`config.mk`:
```
export PLATFORM = sky130hd
export DESIGN_NAME = mit_irq_ctrl
export DESIGN_NICKNAME = d
export VERILOG_FILES = /design/src/hdl/mit_pkg.sv /design/src/hdl/mit_irq_ctrl.sv
export SDC_FILE = /design/constraint.sdc
export NUM_CORES = 1
export LEC_CHECK = 0
export BUFFER_PORTS_ARGS = -buffer_cell sky130_fd_sc_hd__buf_2
export CAP_MARGIN = 0
export CORE_MARGIN = 3
export CORE_UTILIZATION = 58
export DETAILED_ROUTE_END_ITERATION = 8
export PLACE_DENSITY = 0.85
export SKIP_LAST_GASP = 1
export SYNTH_ARGS = -nofsm -noshare
export SYNTH_HDL_FRONTEND = slang
export SYNTH_SLANG_ARGS = --single-unit
```
`constraint.sdc`:
```
create_clock -name clk -period 5.15 [get_ports clk]
set_clock_uncertainty 0.1 [all_clocks]
set_input_delay 0.515 -clock clk [delete_from_list [all_inputs] [get_ports clk]]
set_output_delay 0.515 -clock clk [all_outputs]
set_load 0.03 [all_outputs]
```
`src/hdl/mit_pkg.sv`:
```
// constants for the interrupt controller and time base
package mit_pkg;
	// register byte offsets
	localparam logic [7:0] OFS_CTRL  = 8'h00; // global, pin, tick and group enables
	localparam logic [7:0] OFS_EDGE  = 8'h04; // two edge bits per external pin
	localparam logic [7:0] OFS_FLAGS = 8'h08; // request flags, write one to clear
	localparam logic [7:0] OFS_TBC   = 8'h0C; // time_base_control
	localparam logic [7:0] OFS_GRP0  = 8'h10; // group 0 sources: timer 0 matches
	localparam logic [7:0] OFS_GRP1  = 8'h14; // group 1 sources: timer 1 matches
	localparam logic [7:0] OFS_GRP2  = 8'h18; // group 2 sources: low supply, eeprom
	localparam logic [7:0] OFS_STAT  = 8'h1C; // pin levels and pending request
	// control register fields
	localparam int CTRL_GIE   = 0; // global_irq_enable
	localparam int CTRL_EXT   = 1; // ext_pin_irq_enables, 2 bits
	localparam int CTRL_TICK  = 3; // tick_irq_enable 0 and 1
	localparam int CTRL_GRP   = 5; // group enables, 3 bits
	localparam int CTRL_PULL  = 8; // pin pull-high selects, 2 bits
	localparam int CTRL_W     = 10;
	// flag vector order, also the priority order, lowest index wins
	localparam int NVEC       = 7;
	localparam int FL_EXT     = 0; // ext_pin_req_flags 1:0
	localparam int FL_TICK    = 2; // tick_req_flag 1:0
	localparam int FL_GRP     = 4; // group_req_flags 2:0
	// edge select codes
	localparam logic [1:0] EDGE_OFF  = 2'h0; // pin function disabled
	localparam logic [1:0] EDGE_RISE = 2'h1;
	localparam logic [1:0] EDGE_FALL = 2'h2;
	localparam logic [1:0] EDGE_BOTH = 2'h3;
	// time_base_control fields
	localparam int TBC_ON     = 7; // tick_on
	localparam int TBC_CK     = 6; // tick_clock_select
	localparam int TBC_P1     = 4; // tick1_period_sel 5:4
	localparam int TBC_P0     = 0; // tick0_period_sel 2:0
	localparam logic [7:0] TBC_RST  = 8'h37;
	localparam logic [7:0] TBC_MASK = 8'hF7; // bit 3 reads zero
	localparam int TB0_BASE   = 8;  // tick 0 period 2^(8+code)
	localparam int TB1_BASE   = 12; // tick 1 period 2^(12+code)
	localparam int TB_CW      = 15; // divider counter width
	localparam logic [1:0] SYS_DIV_LAST = 2'h3; // system clock divide by four
	// group source register fields
	localparam int SRC_EN     = 0; // enables 1:0
	localparam int SRC_FL     = 4; // flags 5:4
	// axi responses
	localparam logic [1:0] RESP_OK  = 2'h0;
	localparam logic [1:0] RESP_ERR = 2'h2;
endpackage : mit_pkg

```
`src/hdl/mit_irq_ctrl.sv`:
```
// interrupt controller with external pins, two time bases and three groups
//
// The register addresses and the AXI4-Lite slave port are this design's own decisions.
`timescale 1ns/1ps
module mit_irq_ctrl (
	input  wire logic        clk,
	input  wire logic        rst,
	// axi4-lite slave
	input  wire logic [7:0]  s_axi_awaddr,
	input  wire logic        s_axi_awvalid,
	output logic             s_axi_awready,
	input  wire logic [31:0] s_axi_wdata,
	input  wire logic [3:0]  s_axi_wstrb,
	input  wire logic        s_axi_wvalid,
	output logic             s_axi_wready,
	output logic [1:0]       s_axi_bresp,
	output logic             s_axi_bvalid,
	input  wire logic        s_axi_bready,
	input  wire logic [7:0]  s_axi_araddr,
	input  wire logic        s_axi_arvalid,
	output logic             s_axi_arready,
	output logic [31:0]      s_axi_rdata,
	output logic [1:0]       s_axi_rresp,
	output logic             s_axi_rvalid,
	input  wire logic        s_axi_rready,
	// event sources
	input  wire logic [1:0]  ext_irq_pins,
	input  wire logic        sub_clk_tick,
	input  wire logic [1:0]  timer_match_p,
	input  wire logic [1:0]  timer_match_a,
	input  wire logic        eeprom_write_done,
	input  wire logic        low_supply_det,
	// core sequencer side
	input  wire logic        stack_full,
	input  wire logic        irq_ack,
	input  wire logic        return_from_irq_instr,
	output logic             irq_req,
	output logic [2:0]       irq_vector,
	output logic             wake,
	output logic [1:0]       pin_pullup_en
);
	// register state
	logic [mit_pkg::CTRL_W-1:0] ctrl_q, ctrl_d;   // enables and pull-high
	logic [3:0]                 edge_q, edge_d;   // ext_edge_select_reg
	logic [mit_pkg::NVEC-1:0]   flags_q, flags_d; // vector request flags
	logic [7:0]                 tbc_q, tbc_d;     // time_base_control
	logic [5:0]                 sfl_q, sfl_d;     // source flags, 2 per group
	logic [5:0]                 sen_q, sen_d;     // source enables
	logic [1:0]                 pin_q, pin_d;     // previous pin levels
	logic [mit_pkg::TB_CW-1:0]  tbc_cnt_q, tbc_cnt_d; // time-base divider
	logic [1:0]                 div_q, div_d;     // system clock divide by four
	logic                       irq_req_q, irq_req_d;
	logic [2:0]                 vec_q, vec_d;
	logic                       wake_q, wake_d;
	logic [1:0]                 pull_q, pull_d;
	// axi state
	logic        awr_q, awr_d, wr_q, wr_d, bv_q, bv_d;
	logic        aw_full_q, aw_full_d, w_full_q, w_full_d;
	logic [7:0]  aw_addr_q, aw_addr_d;
	logic [31:0] w_data_q, w_data_d;
	logic [3:0]  w_strb_q, w_strb_d;
	logic [1:0]  bresp_q, bresp_d;
	logic        arr_q, arr_d, rv_q, rv_d;
	logic [31:0] rdata_q, rdata_d;
	logic [1:0]  rresp_q, rresp_d;

	// true when the low n bits of the counter are all ones
	function automatic logic low_ones(input logic [mit_pkg::TB_CW-1:0] c, input int n);
		logic [mit_pkg::TB_CW-1:0] m;
		m = mit_pkg::TB_CW'((32'h1 << n) - 32'h1);
		return (c & m) == m;
	endfunction : low_ones

	// true when the edge selection matches the observed transition
	function automatic logic edge_hit(input logic [1:0] sel, input logic was, input logic now);
		logic rise;
		logic fall;
		rise = !was && now;
		fall = was && !now;
		case (sel)
			mit_pkg::EDGE_RISE: return rise;
			mit_pkg::EDGE_FALL: return fall;
			mit_pkg::EDGE_BOTH: return rise || fall;
			default:            return 1'b0; // off
		endcase
	endfunction : edge_hit

	// register read decode, used by the read channel
	function automatic logic [31:0] reg_read(input logic [7:0] a);
		logic [31:0] r;
		r = 32'h0;
		case (a)
			mit_pkg::OFS_CTRL:  r = 32'(ctrl_q);
			mit_pkg::OFS_EDGE:  r = 32'(edge_q);
			mit_pkg::OFS_FLAGS: r = 32'(flags_q);
			mit_pkg::OFS_TBC:   r = 32'(tbc_q & mit_pkg::TBC_MASK);
			mit_pkg::OFS_GRP0:  r = 32'({2'h0, sfl_q[1:0], 2'h0, sen_q[1:0]});
			mit_pkg::OFS_GRP1:  r = 32'({2'h0, sfl_q[3:2], 2'h0, sen_q[3:2]});
			mit_pkg::OFS_GRP2:  r = 32'({2'h0, sfl_q[5:4], 2'h0, sen_q[5:4]});
			mit_pkg::OFS_STAT:  r = 32'({vec_q, irq_req_q, 2'h0, pin_q});
			default:            r = 32'h0;
		endcase
		return r;
	endfunction : reg_read

	function automatic logic addr_ok(input logic [7:0] a);
		return a[1:0] == 2'h0 && a <= mit_pkg::OFS_STAT;
	endfunction : addr_ok

	// combinational signals
	logic       do_wr;       // write commits this cycle
	logic       tb_adv;      // time-base clock pulse
	logic       tb0_ovf, tb1_ovf;
	logic [5:0] src_evt;     // raw source events
	logic [5:0] sfl_set;     // source flags newly set and enabled
	logic [mit_pkg::NVEC-1:0] set_v, clr_sw, clr_hw, elig;
	logic [mit_pkg::NVEC-1:0] ven;

	// axi channel and register update
	always_comb
	begin
		aw_full_d = aw_full_q;
		w_full_d  = w_full_q;
		aw_addr_d = aw_addr_q;
		w_data_d  = w_data_q;
		w_strb_d  = w_strb_q;
		bv_d      = bv_q;
		bresp_d   = bresp_q;
		rv_d      = rv_q;
		rdata_d   = rdata_q;
		rresp_d   = rresp_q;
		// address and data taken in either order
		if (s_axi_awvalid && awr_q)
		begin
			aw_full_d = 1'b1;
			aw_addr_d = s_axi_awaddr;
		end
		if (s_axi_wvalid && wr_q)
		begin
			w_full_d = 1'b1;
			w_data_d = s_axi_wdata;
			w_strb_d = s_axi_wstrb;
		end
		do_wr = aw_full_q && w_full_q && !bv_q;
		if (do_wr)
		begin
			aw_full_d = 1'b0;
			w_full_d  = 1'b0;
			bv_d      = 1'b1;
			bresp_d   = addr_ok(aw_addr_q) ? mit_pkg::RESP_OK : mit_pkg::RESP_ERR;
		end
		else if (bv_q && s_axi_bready)
		begin
			bv_d = 1'b0;
		end
		// read answers one cycle after address is taken
		if (s_axi_arvalid && arr_q)
		begin
			rv_d    = 1'b1;
			rdata_d = reg_read(s_axi_araddr);
			rresp_d = addr_ok(s_axi_araddr) ? mit_pkg::RESP_OK : mit_pkg::RESP_ERR;
		end
		else if (rv_q && s_axi_rready)
		begin
			rv_d = 1'b0;
		end
		awr_d = !aw_full_d && !bv_d;
		wr_d  = !w_full_d && !bv_d;
		arr_d = !rv_d;
	end

	// time base divider and edge detection
	always_comb
	begin
		div_d = div_q + 2'h1;
		// select source of the tick clock
		tb_adv = tbc_q[mit_pkg::TBC_CK] ? (div_q == mit_pkg::SYS_DIV_LAST) : sub_clk_tick;
		tb_adv = tb_adv && tbc_q[mit_pkg::TBC_ON];
		tbc_cnt_d = tbc_cnt_q;
		if (!tbc_q[mit_pkg::TBC_ON])
		begin
			tbc_cnt_d = '0; // stopped dividers restart from zero
		end
		else if (tb_adv)
		begin
			tbc_cnt_d = tbc_cnt_q + mit_pkg::TB_CW'(1);
		end
		// overflow at 2^(base+code) time-base clock pulses
		tb0_ovf = tb_adv && low_ones(tbc_cnt_q,
			mit_pkg::TB0_BASE + int'(tbc_q[mit_pkg::TBC_P0 +: 3]));
		tb1_ovf = tb_adv && low_ones(tbc_cnt_q,
			mit_pkg::TB1_BASE + int'(tbc_q[mit_pkg::TBC_P1 +: 2]));
		pin_d  = ext_irq_pins;
		pull_d = ctrl_q[mit_pkg::CTRL_PULL +: 2];
	end

	// flags, enables and request arbitration
	always_comb
	begin
		ctrl_d = ctrl_q;
		edge_d = edge_q;
		tbc_d  = tbc_q;
		sen_d  = sen_q;
		clr_sw = '0;
		sfl_d  = sfl_q;
		// source events: group 0 timer 0, group 1 timer 1, group 2 supply and eeprom
		src_evt = {eeprom_write_done, low_supply_det, timer_match_a[1], timer_match_p[1],
			timer_match_a[0], timer_match_p[0]};
		// software access: writes first so that hardware sets win below
		if (do_wr && w_strb_q[0])
		begin
			case (aw_addr_q)
				mit_pkg::OFS_CTRL:  ctrl_d = w_data_q[mit_pkg::CTRL_W-1:0];
				mit_pkg::OFS_EDGE:  edge_d = w_data_q[3:0];
				mit_pkg::OFS_FLAGS: clr_sw = w_data_q[mit_pkg::NVEC-1:0];
				mit_pkg::OFS_TBC:   tbc_d  = w_data_q[7:0] & mit_pkg::TBC_MASK;
				mit_pkg::OFS_GRP0:
				begin
					sen_d[1:0] = w_data_q[mit_pkg::SRC_EN +: 2];
					sfl_d[1:0] = sfl_q[1:0] & ~w_data_q[mit_pkg::SRC_FL +: 2];
				end
				mit_pkg::OFS_GRP1:
				begin
					sen_d[3:2] = w_data_q[mit_pkg::SRC_EN +: 2];
					sfl_d[3:2] = sfl_q[3:2] & ~w_data_q[mit_pkg::SRC_FL +: 2];
				end
				mit_pkg::OFS_GRP2:
				begin
					sen_d[5:4] = w_data_q[mit_pkg::SRC_EN +: 2];
					sfl_d[5:4] = sfl_q[5:4] & ~w_data_q[mit_pkg::SRC_FL +: 2];
				end
				default: ;
			endcase
		end
		if (do_wr && w_strb_q[1] && aw_addr_q == mit_pkg::OFS_CTRL)
		begin
			ctrl_d[mit_pkg::CTRL_W-1:8] = w_data_q[mit_pkg::CTRL_W-1:8];
		end
		// source flags set by events, set wins over clear
		sfl_d = sfl_d | src_evt;
		// group flag set when an enabled source flag becomes set
		sfl_set = sfl_d & ~sfl_q & sen_q;
		set_v = '0;
		set_v[mit_pkg::FL_EXT]     = edge_hit(edge_q[1:0], pin_q[0], ext_irq_pins[0]);
		set_v[mit_pkg::FL_EXT + 1] = edge_hit(edge_q[3:2], pin_q[1], ext_irq_pins[1]);
		set_v[mit_pkg::FL_TICK]     = tb0_ovf;
		set_v[mit_pkg::FL_TICK + 1] = tb1_ovf;
		set_v[mit_pkg::FL_GRP]      = |sfl_set[1:0];
		set_v[mit_pkg::FL_GRP + 1]  = |sfl_set[3:2];
		set_v[mit_pkg::FL_GRP + 2]  = |sfl_set[5:4];
		// per vector enables; pins also need an edge chosen
		ven = {ctrl_q[mit_pkg::CTRL_GRP +: 3], ctrl_q[mit_pkg::CTRL_TICK +: 2],
			ctrl_q[mit_pkg::CTRL_EXT + 1] && edge_q[3:2] != mit_pkg::EDGE_OFF,
			ctrl_q[mit_pkg::CTRL_EXT] && edge_q[1:0] != mit_pkg::EDGE_OFF};
		// service clears only the granted flag
		clr_hw = '0;
		if (irq_ack && irq_req_q)
		begin
			clr_hw[vec_q] = 1'b1;
		end
		flags_d = (flags_q & ~clr_sw & ~clr_hw) | set_v;
		// global enable: cleared on service, set again by return from irq
		if (irq_ack && irq_req_q)
		begin
			ctrl_d[mit_pkg::CTRL_GIE] = 1'b0;
		end
		else if (return_from_irq_instr)
		begin
			ctrl_d[mit_pkg::CTRL_GIE] = 1'b1;
		end
		// eligible requests, held off while stack is full
		elig = flags_d & ven;
		irq_req_d = |elig && ctrl_d[mit_pkg::CTRL_GIE] && !stack_full;
		vec_d = vec_q;
		// lowest index wins, others stay pending
		for (int i = mit_pkg::NVEC - 1; i >= 0; i--)
		begin
			if (elig[i])
			begin
				vec_d = 3'(i);
			end
		end
		wake_d = |(flags_d & ~flags_q);
	end

	// state registers
	always_ff @(posedge clk)
	begin
		if (rst)
		begin
			ctrl_q    <= '0;
			edge_q    <= '0;
			flags_q   <= '0;
			tbc_q     <= mit_pkg::TBC_RST;
			sfl_q     <= '0;
			sen_q     <= '0;
			pin_q     <= '0;
			tbc_cnt_q <= '0;
			div_q     <= '0;
			irq_req_q <= 1'b0;
			vec_q     <= '0;
			wake_q    <= 1'b0;
			pull_q    <= '0;
			awr_q     <= 1'b0;
			wr_q      <= 1'b0;
			bv_q      <= 1'b0;
			aw_full_q <= 1'b0;
			w_full_q  <= 1'b0;
			aw_addr_q <= '0;
			w_data_q  <= '0;
			w_strb_q  <= '0;
			bresp_q   <= mit_pkg::RESP_OK;
			arr_q     <= 1'b0;
			rv_q      <= 1'b0;
			rdata_q   <= '0;
			rresp_q   <= mit_pkg::RESP_OK;
		end
		else
		begin
			ctrl_q    <= ctrl_d;
			edge_q    <= edge_d;
			flags_q   <= flags_d;
			tbc_q     <= tbc_d;
			sfl_q     <= sfl_d;
			sen_q     <= sen_d;
			pin_q     <= pin_d;
			tbc_cnt_q <= tbc_cnt_d;
			div_q     <= div_d;
			irq_req_q <= irq_req_d;
			vec_q     <= vec_d;
			wake_q    <= wake_d;
			pull_q    <= pull_d;
			awr_q     <= awr_d;
			wr_q      <= wr_d;
			bv_q      <= bv_d;
			aw_full_q <= aw_full_d;
			w_full_q  <= w_full_d;
			aw_addr_q <= aw_addr_d;
			w_data_q  <= w_data_d;
			w_strb_q  <= w_strb_d;
			bresp_q   <= bresp_d;
			arr_q     <= arr_d;
			rv_q      <= rv_d;
			rdata_q   <= rdata_d;
			rresp_q   <= rresp_d;
		end
	end

	// outputs straight from flops
	assign s_axi_awready = awr_q;
	assign s_axi_wready  = wr_q;
	assign s_axi_bvalid  = bv_q;
	assign s_axi_bresp   = bresp_q;
	assign s_axi_arready = arr_q;
	assign s_axi_rvalid  = rv_q;
	assign s_axi_rdata   = rdata_q;
	assign s_axi_rresp   = rresp_q;
	assign irq_req       = irq_req_q;
	assign irq_vector    = vec_q;
	assign wake          = wake_q;
	assign pin_pullup_en = pull_q;
endmodule : mit_irq_ctrl

```
==> results of run 1 <==
## cell families (layout without fill, tap and decap cells)
group,after synthesis,count (layout),share of synthesized area
compound gates,113,113,0.145
xor+xnor,13,13,0.0227
fa+ha+maj,7,7,0.0175
buf+inv,72,105,0.0726
flops,105,105,0.419
mux,25,25,0.0679
other cells,1,24,0.000748
simple gates,261,261,0.254
## state kept, by name, indices dropped and copies added, names as in the netlist, 2 cells and up
name and count:
ctrl_q 10, sfl_q 6, edge_q 4, pin_pullup_en 2, w_strb_q 2, s_axi_rdata 10
sen_q 6, div_q 2, irq_vector 3, pin_q 2, w_data_q 10, aw_addr_q 8
tbc_q 7, tbc_cnt_q 15, flags_q 7
## worst max-delay path, delay by kind of cell, from the launching register on
family / cells / cell delay (ns)
AO/OA/AOI/OAI: 2 / 0.50
flip-flops: 1 / 0.36
multiplexers: 1 / 0.24
AND/OR/NAND/NOR: 3 / 1.47
## metrics by stage
step	hold WS [ns]	setup WS (ns)	power, W	cells	util
floorplan	0.299	3.03	0.000971	620	-
global placement	0.308	2.53	0.000995	743	0.638
detailed placement	0.336	2.47	0.00100	743	0.638
CTS	0.231	2.44	0.00146	758	0.659
global route	0.231	2.26	0.00150	758	0.659
finish	0.238	2.39	0.00146	758	0.659
## cell type report
cell class | count | area [um^2] | area share
clock buffer | 9 | 124 | 0.0226
clock inverter | 6 | 50.0 | 0.00915
inverter | 19 | 71.3 | 0.0130
multi-input combinational | 443 | 2630 | 0.481
sequential | 105 | 2100 | 0.384
tap | 105 | 131 | 0.0240
timing repair buffer | 71 | 358 | 0.0654
## synthesized netlist by cell type (3+ instances only)
master    instances
mux2i_1          16
a31oi_1           5
ha_1              7
nor2b_1          12
buf_2             3
and4_1            4
a211o_1           5
nand3_1          23
and3_1            4
nand3b_1          8
nand2b_1          6
buf_4            24
a21oi_1          51
a21o_1            3
dfxtp_1         105
nand2_1          79
clkbuf_1         23
or3_1             3
nor3_1            9
xor2_1            8
buf_1             3
nor2_1           87
inv_1            19
nor4_1            5
and2_1            3
xnor2_1           5
nand4_1           7
o21ai_0          14
mux4_2            7
a22oi_1           8
o21ai_1           4
## where the power goes
group          switching [W]  total, W  internal, W
sequential         0.0000188  0.000849     0.000830
clock               0.000293  0.000472     0.000179
combinational      0.0000909  0.000134    0.0000428
## layer usage
layer / vias up / routed length (um)
met1: 2050 / 4930
met2: 177 / 5880
met3: 29 / 779
met4: 0 / 375
li1: 2124 / -
met5: - / 0
## worst paths after layout
kind | endpoint
max reg2reg | irq_req
max | irq_req
min | irq_req
min reg2reg | div_q[0]
## placed cells by master (no fill, tap or decap), drive strengths merged, types with 9 or more instances in the layout
cell,netlist,layout
inv,19,22
nand2,79,79
buf,30,71
o21ai,18,18
nor2b,12,12
clkbuf,23,9
nor3,11,11
nand3,24,24
nor2,87,87
mux2i,16,16
conb,1,24
a21oi,51,51
dfxtp,105,105
==> flow_summary.toml, run 1 <==
[layout]
layout.nets = 727
fin_area_um2 = 5470
n_fill_cell = 708
drive_gt1_frac = 0.159
area.growth.synth_to_final_pct = 9.11
antenna_cells = 0

[logic_synthesis]
syn_inst = 597
ys.flop_type = "dfxtp_1"
ys_top_cells_by_area = "dfxtp_1, nor2_1, nand2_1, a21oi_1, buf_4"
synth_largest_area_cell = "dfxtp_1"
ys_types = 65
syn-cell-area_um2 = 5010
yosys_warnings = 0
postSynth.asyncResetShare = 0
synth_top_area_share = 0.419
synth_seq_cells = 105
synth_edf_count = 0
synth_area_per_cell_um2 = 8.40
ys_seq_area_frac = 0.419

[placement]
place_congestion = 0.929
dp_hpwl_um = 8830
post_dp_cell_area_um2 = 5300
portBuffers = 70

[cts]
clkTransAtPathRegs_ns = 0.11
clk_path_buf_depth = 2
cts.repair.resized = 0
cts_tree = "yes"
cts_made_buffers = 9
insertion_delay_ns = 0.37
cts_sinks = 105
cts_hold_buf = 0
post_cts_buffers = 0
cts-htree-levels = 3
clockRootBuffer = "clkbuf_8"

[detailed_routing]
wirelength_um = 12000
first_pass_iters = 5
viasPerCell = 5.78
drt_iter0_markers = 245
avgRoutedWirePerCell_um = 15.8
ant_nets = 0
vias = 4380
drc_errors = 0

[worst_setup_path]
cp.required_ns = 5.35
max_stage_delay_ns = 0.72
critPathLaunchType = "flop"
end_kind = "flop"
worst-setup-path-type = "reg2reg"
r2r-start = "s_axi_bvalid"
worstRegToRegCells = 6
arrival_ns = 2.96
crit_path_start = "s_axi_bvalid"
slowest_stage = "and4b_1"
critical_path.max_fanout = 20
reg2reg_slack_ns = 2.39
worstPathCellList = "and4b_1 > and2_1 > nand3_1 > mux2i_1 > a221o_1 > a211oi_2"

[hold_path]
min-delay-path-class = "in2reg"
min_path_cells = 2
min_from = "stack_full"

[global_route]
met3_usage = 0.0460
grt_usage = 0.244
overflow = 0
grt_max_degree = 70
met1_usage = 0.307
grt-busiest-layer = "met2"
grt_pass1_vias = 4152
antenna_found_initial = 0
grt_pass1_wl_um = 19500
use_met2 = 0.401

[die]
initial_utilization = 0.604
row_count = 33
io-pin-count = 119
fp.dieH_um = 99.0
die-area_um2 = 9800
coreArea_um2 = 8300
die_w_um = 99.0

[sta]
fin_crit_ns = 2.76
hold_viol_final = 0
timing.final.crit_share = 0.537
max_freq_mhz = 362
tightest_slew_ns = 0.707
relSlewSlack = 0.528
setup-violations-final = 0
rsz0062_at_grt = "no"
final.setup.tns_ns = 0
slew_viol_final = 0

[job]
maxCapViolCount = 0

[outcome]
status = "finished, final reports clean"

[pwr]
leakage_nw = 2.17
vdd.ir_drop.worst_mv = 0.178
p_per_area_nw_per_um2 = 266
Power figures use the tool's default switching activity.
==> run 2, diff against run 1 <==
Settings changed: CORE_UTILIZATION 58 to 54, PLACE_DENSITY 0.85 to 0.8.
Clock period 5.15 ns to 2.8 ns, I/O delays scaled along.
==> run 2 against run 1 <==
Global-route usage down 2.3 points. Largest power group unchanged. Final area up 1.9%. Utilization down 2.9 points. Critical endpoint unchanged.
==> flow_summary.toml, run 2 (synthesis results as in run 1) <==
[cts]
clkTransAtPathRegs_ns = 0.11
clk_path_buf_depth = 2
cts_tree = "yes"
cts-htree-levels = 3
insertion_delay_ns = 0.37
clockRootBuffer = "clkbuf_8"
post_cts_buffers = 0
cts_sinks = 105
cts_made_buffers = 9

[sta]
rsz0062_at_grt = "no"
timing.final.crit_share = 0.812
relSlewSlack = 0.547
tightest_slew_ns = 0.679
hold_viol_final = 0
fin_crit_ns = 2.27
slew_viol_final = 0
final.setup.tns_ns = 0
setup-violations-final = 0
max_freq_mhz = 440

[hold_path]
min_path_cells = 3
min-delay-path-class = "in2reg"

[worst_setup_path]
path_buf_inv = 0
worstRegToRegCells = 7
worst-setup-path-type = "reg2reg"
critPathLaunchType = "flop"
cp_top_family = "compound AO/OA/AOI/OAI gates"
worstPathCellList = "or3_1 > ha_1 > o21ai_0 > o221ai_1 > o41ai_4 > a21boi_2 > a211oi_2"
end_kind = "flop"
cp.required_ns = 3.00
critical_path.max_fanout = 9
slowest_stage = "o41ai_4"
path_depth = 7
arrival_ns = 2.48
max_stage_delay_ns = 0.46

[die]
coreArea_um2 = 8850
fp.dieH_um = 102
die-area_um2 = 10500
initial_utilization = 0.567
row_count = 34
io-pin-count = 119
die_w_um = 102

[layout]
drive_gt1_frac = 0.165
multi_input_area_um2 = 2630
layout.area.seq_um2 = 2100
antenna_cells = 0
top_register = "tbc_cnt_q"
layout.nets = 732
final_cell_mix = "dfxtp_1, nor2_1, nand2_1, buf_2, a21oi_1"
mostFrequentLayoutCell = "dfxtp_1"
area.growth.synth_to_final_pct = 11.2
largest_reg_flops = 15
n_fill_cell = 768

[detailed_routing]
drc_errors = 0
first_pass_iters = 6
wirelength_um = 11400
viasPerCell = 5.69
drt_iter0_markers = 350
avgRoutedWirePerCell_um = 14.9
ant_nets = 0
vias = 4367

[global_route]
overflow = 0
grt_usage = 0.221
grt_pass1_vias = 3825
grt_pass1_wl_um = 18200
grt_max_degree = 49
antenna_found_initial = 0

[pwr]
vdd.ir_drop.worst_mv = 0.332
leakage_nw = 2.22
p_total_w = 0.00289
p_per_area_nw_per_um2 = 519

[placement]
place_congestion = 0.864
portBuffers = 70
dp_hpwl_um = 8470

[job]
maxCapViolCount = 0

[outcome]
status = "finished, final reports clean"
run 2: cell count changes in the layout (fill, tap and decap cells not counted), sizes merged:
cell,delta
buf,+4
bufinv,+2
clkbuf,+1
clkinv,-1
clkinvlp,-1
dlygate4sd3,+1
run 2: final cells by class:
class / count / share of cell area
clock buffers: 10 / 0.0247
clock inverters: 6 / 0.0173
inverters: 19 / 0.0128
multi-input cells: 443 / 0.473
flip-flops and latches: 105 / 0.377
well taps: 108 / 0.0242
repair buffers: 76 / 0.0714
run 2: final timing paths:
path,end,from,slack [ns]
setup / recovery,irq_req,tbc_q[1],0.53
hold / removal,w_data_q[4],s_axi_wdata[4],0.03
setup reg to reg,irq_req,tbc_q[1],0.53
hold reg to reg,div_q[0],div_q[0],0.34
run 2: worst reg2reg max path: stages, from the launching register on:
cell and delay [ns]:
dfxtp_1 0.42, or3_1 0.38, ha_1 0.23, o21ai_0 0.08, o221ai_1 0.22, o41ai_4 0.46, a21boi_2 0.14, a211oi_2 0.18
run 2: what timing repair did:
action / in CTS / in global routing
hold buffers: 1 / 0
setup endpoints to repair: 0 / 0
gates resized for setup: 0 / 0
endpoints found under the hold margin: 1 / 0
run 2: per-stage QoR:
stage | hold slack (ns) | instance area, um^2 | setup slack [ns] | util | instances
floorplan | 0.253 | 5100 | 0.681 | - | 620
global placement | 0.308 | 5330 | 0.602 | 0.602 | 750
detailed placement | 0.329 | 5330 | 0.559 | 0.602 | 750
CTS | 0.0151 | 5570 | 0.534 | 0.630 | 767
global route | 0.0252 | 5570 | 0.403 | 0.630 | 767
finish | 0.0260 | 5570 | 0.525 | 0.630 | 767
run 2: metal layers:
metal,global-route usage,vias up,routed length (um)
met5,0,-,0
met2,0.348,173,5250
met1,0.306,2033,5180
met4,0.0656,0,202
met3,0.0464,28,811
li1,-,2133,-
run 2: power breakdown:
group          internal, W  switching, W  leakage, nW
Combinational    0.0000808      0.000166         1.26
Sequential         0.00153     0.0000334        0.853
Clock             0.000541      0.000546        0.115
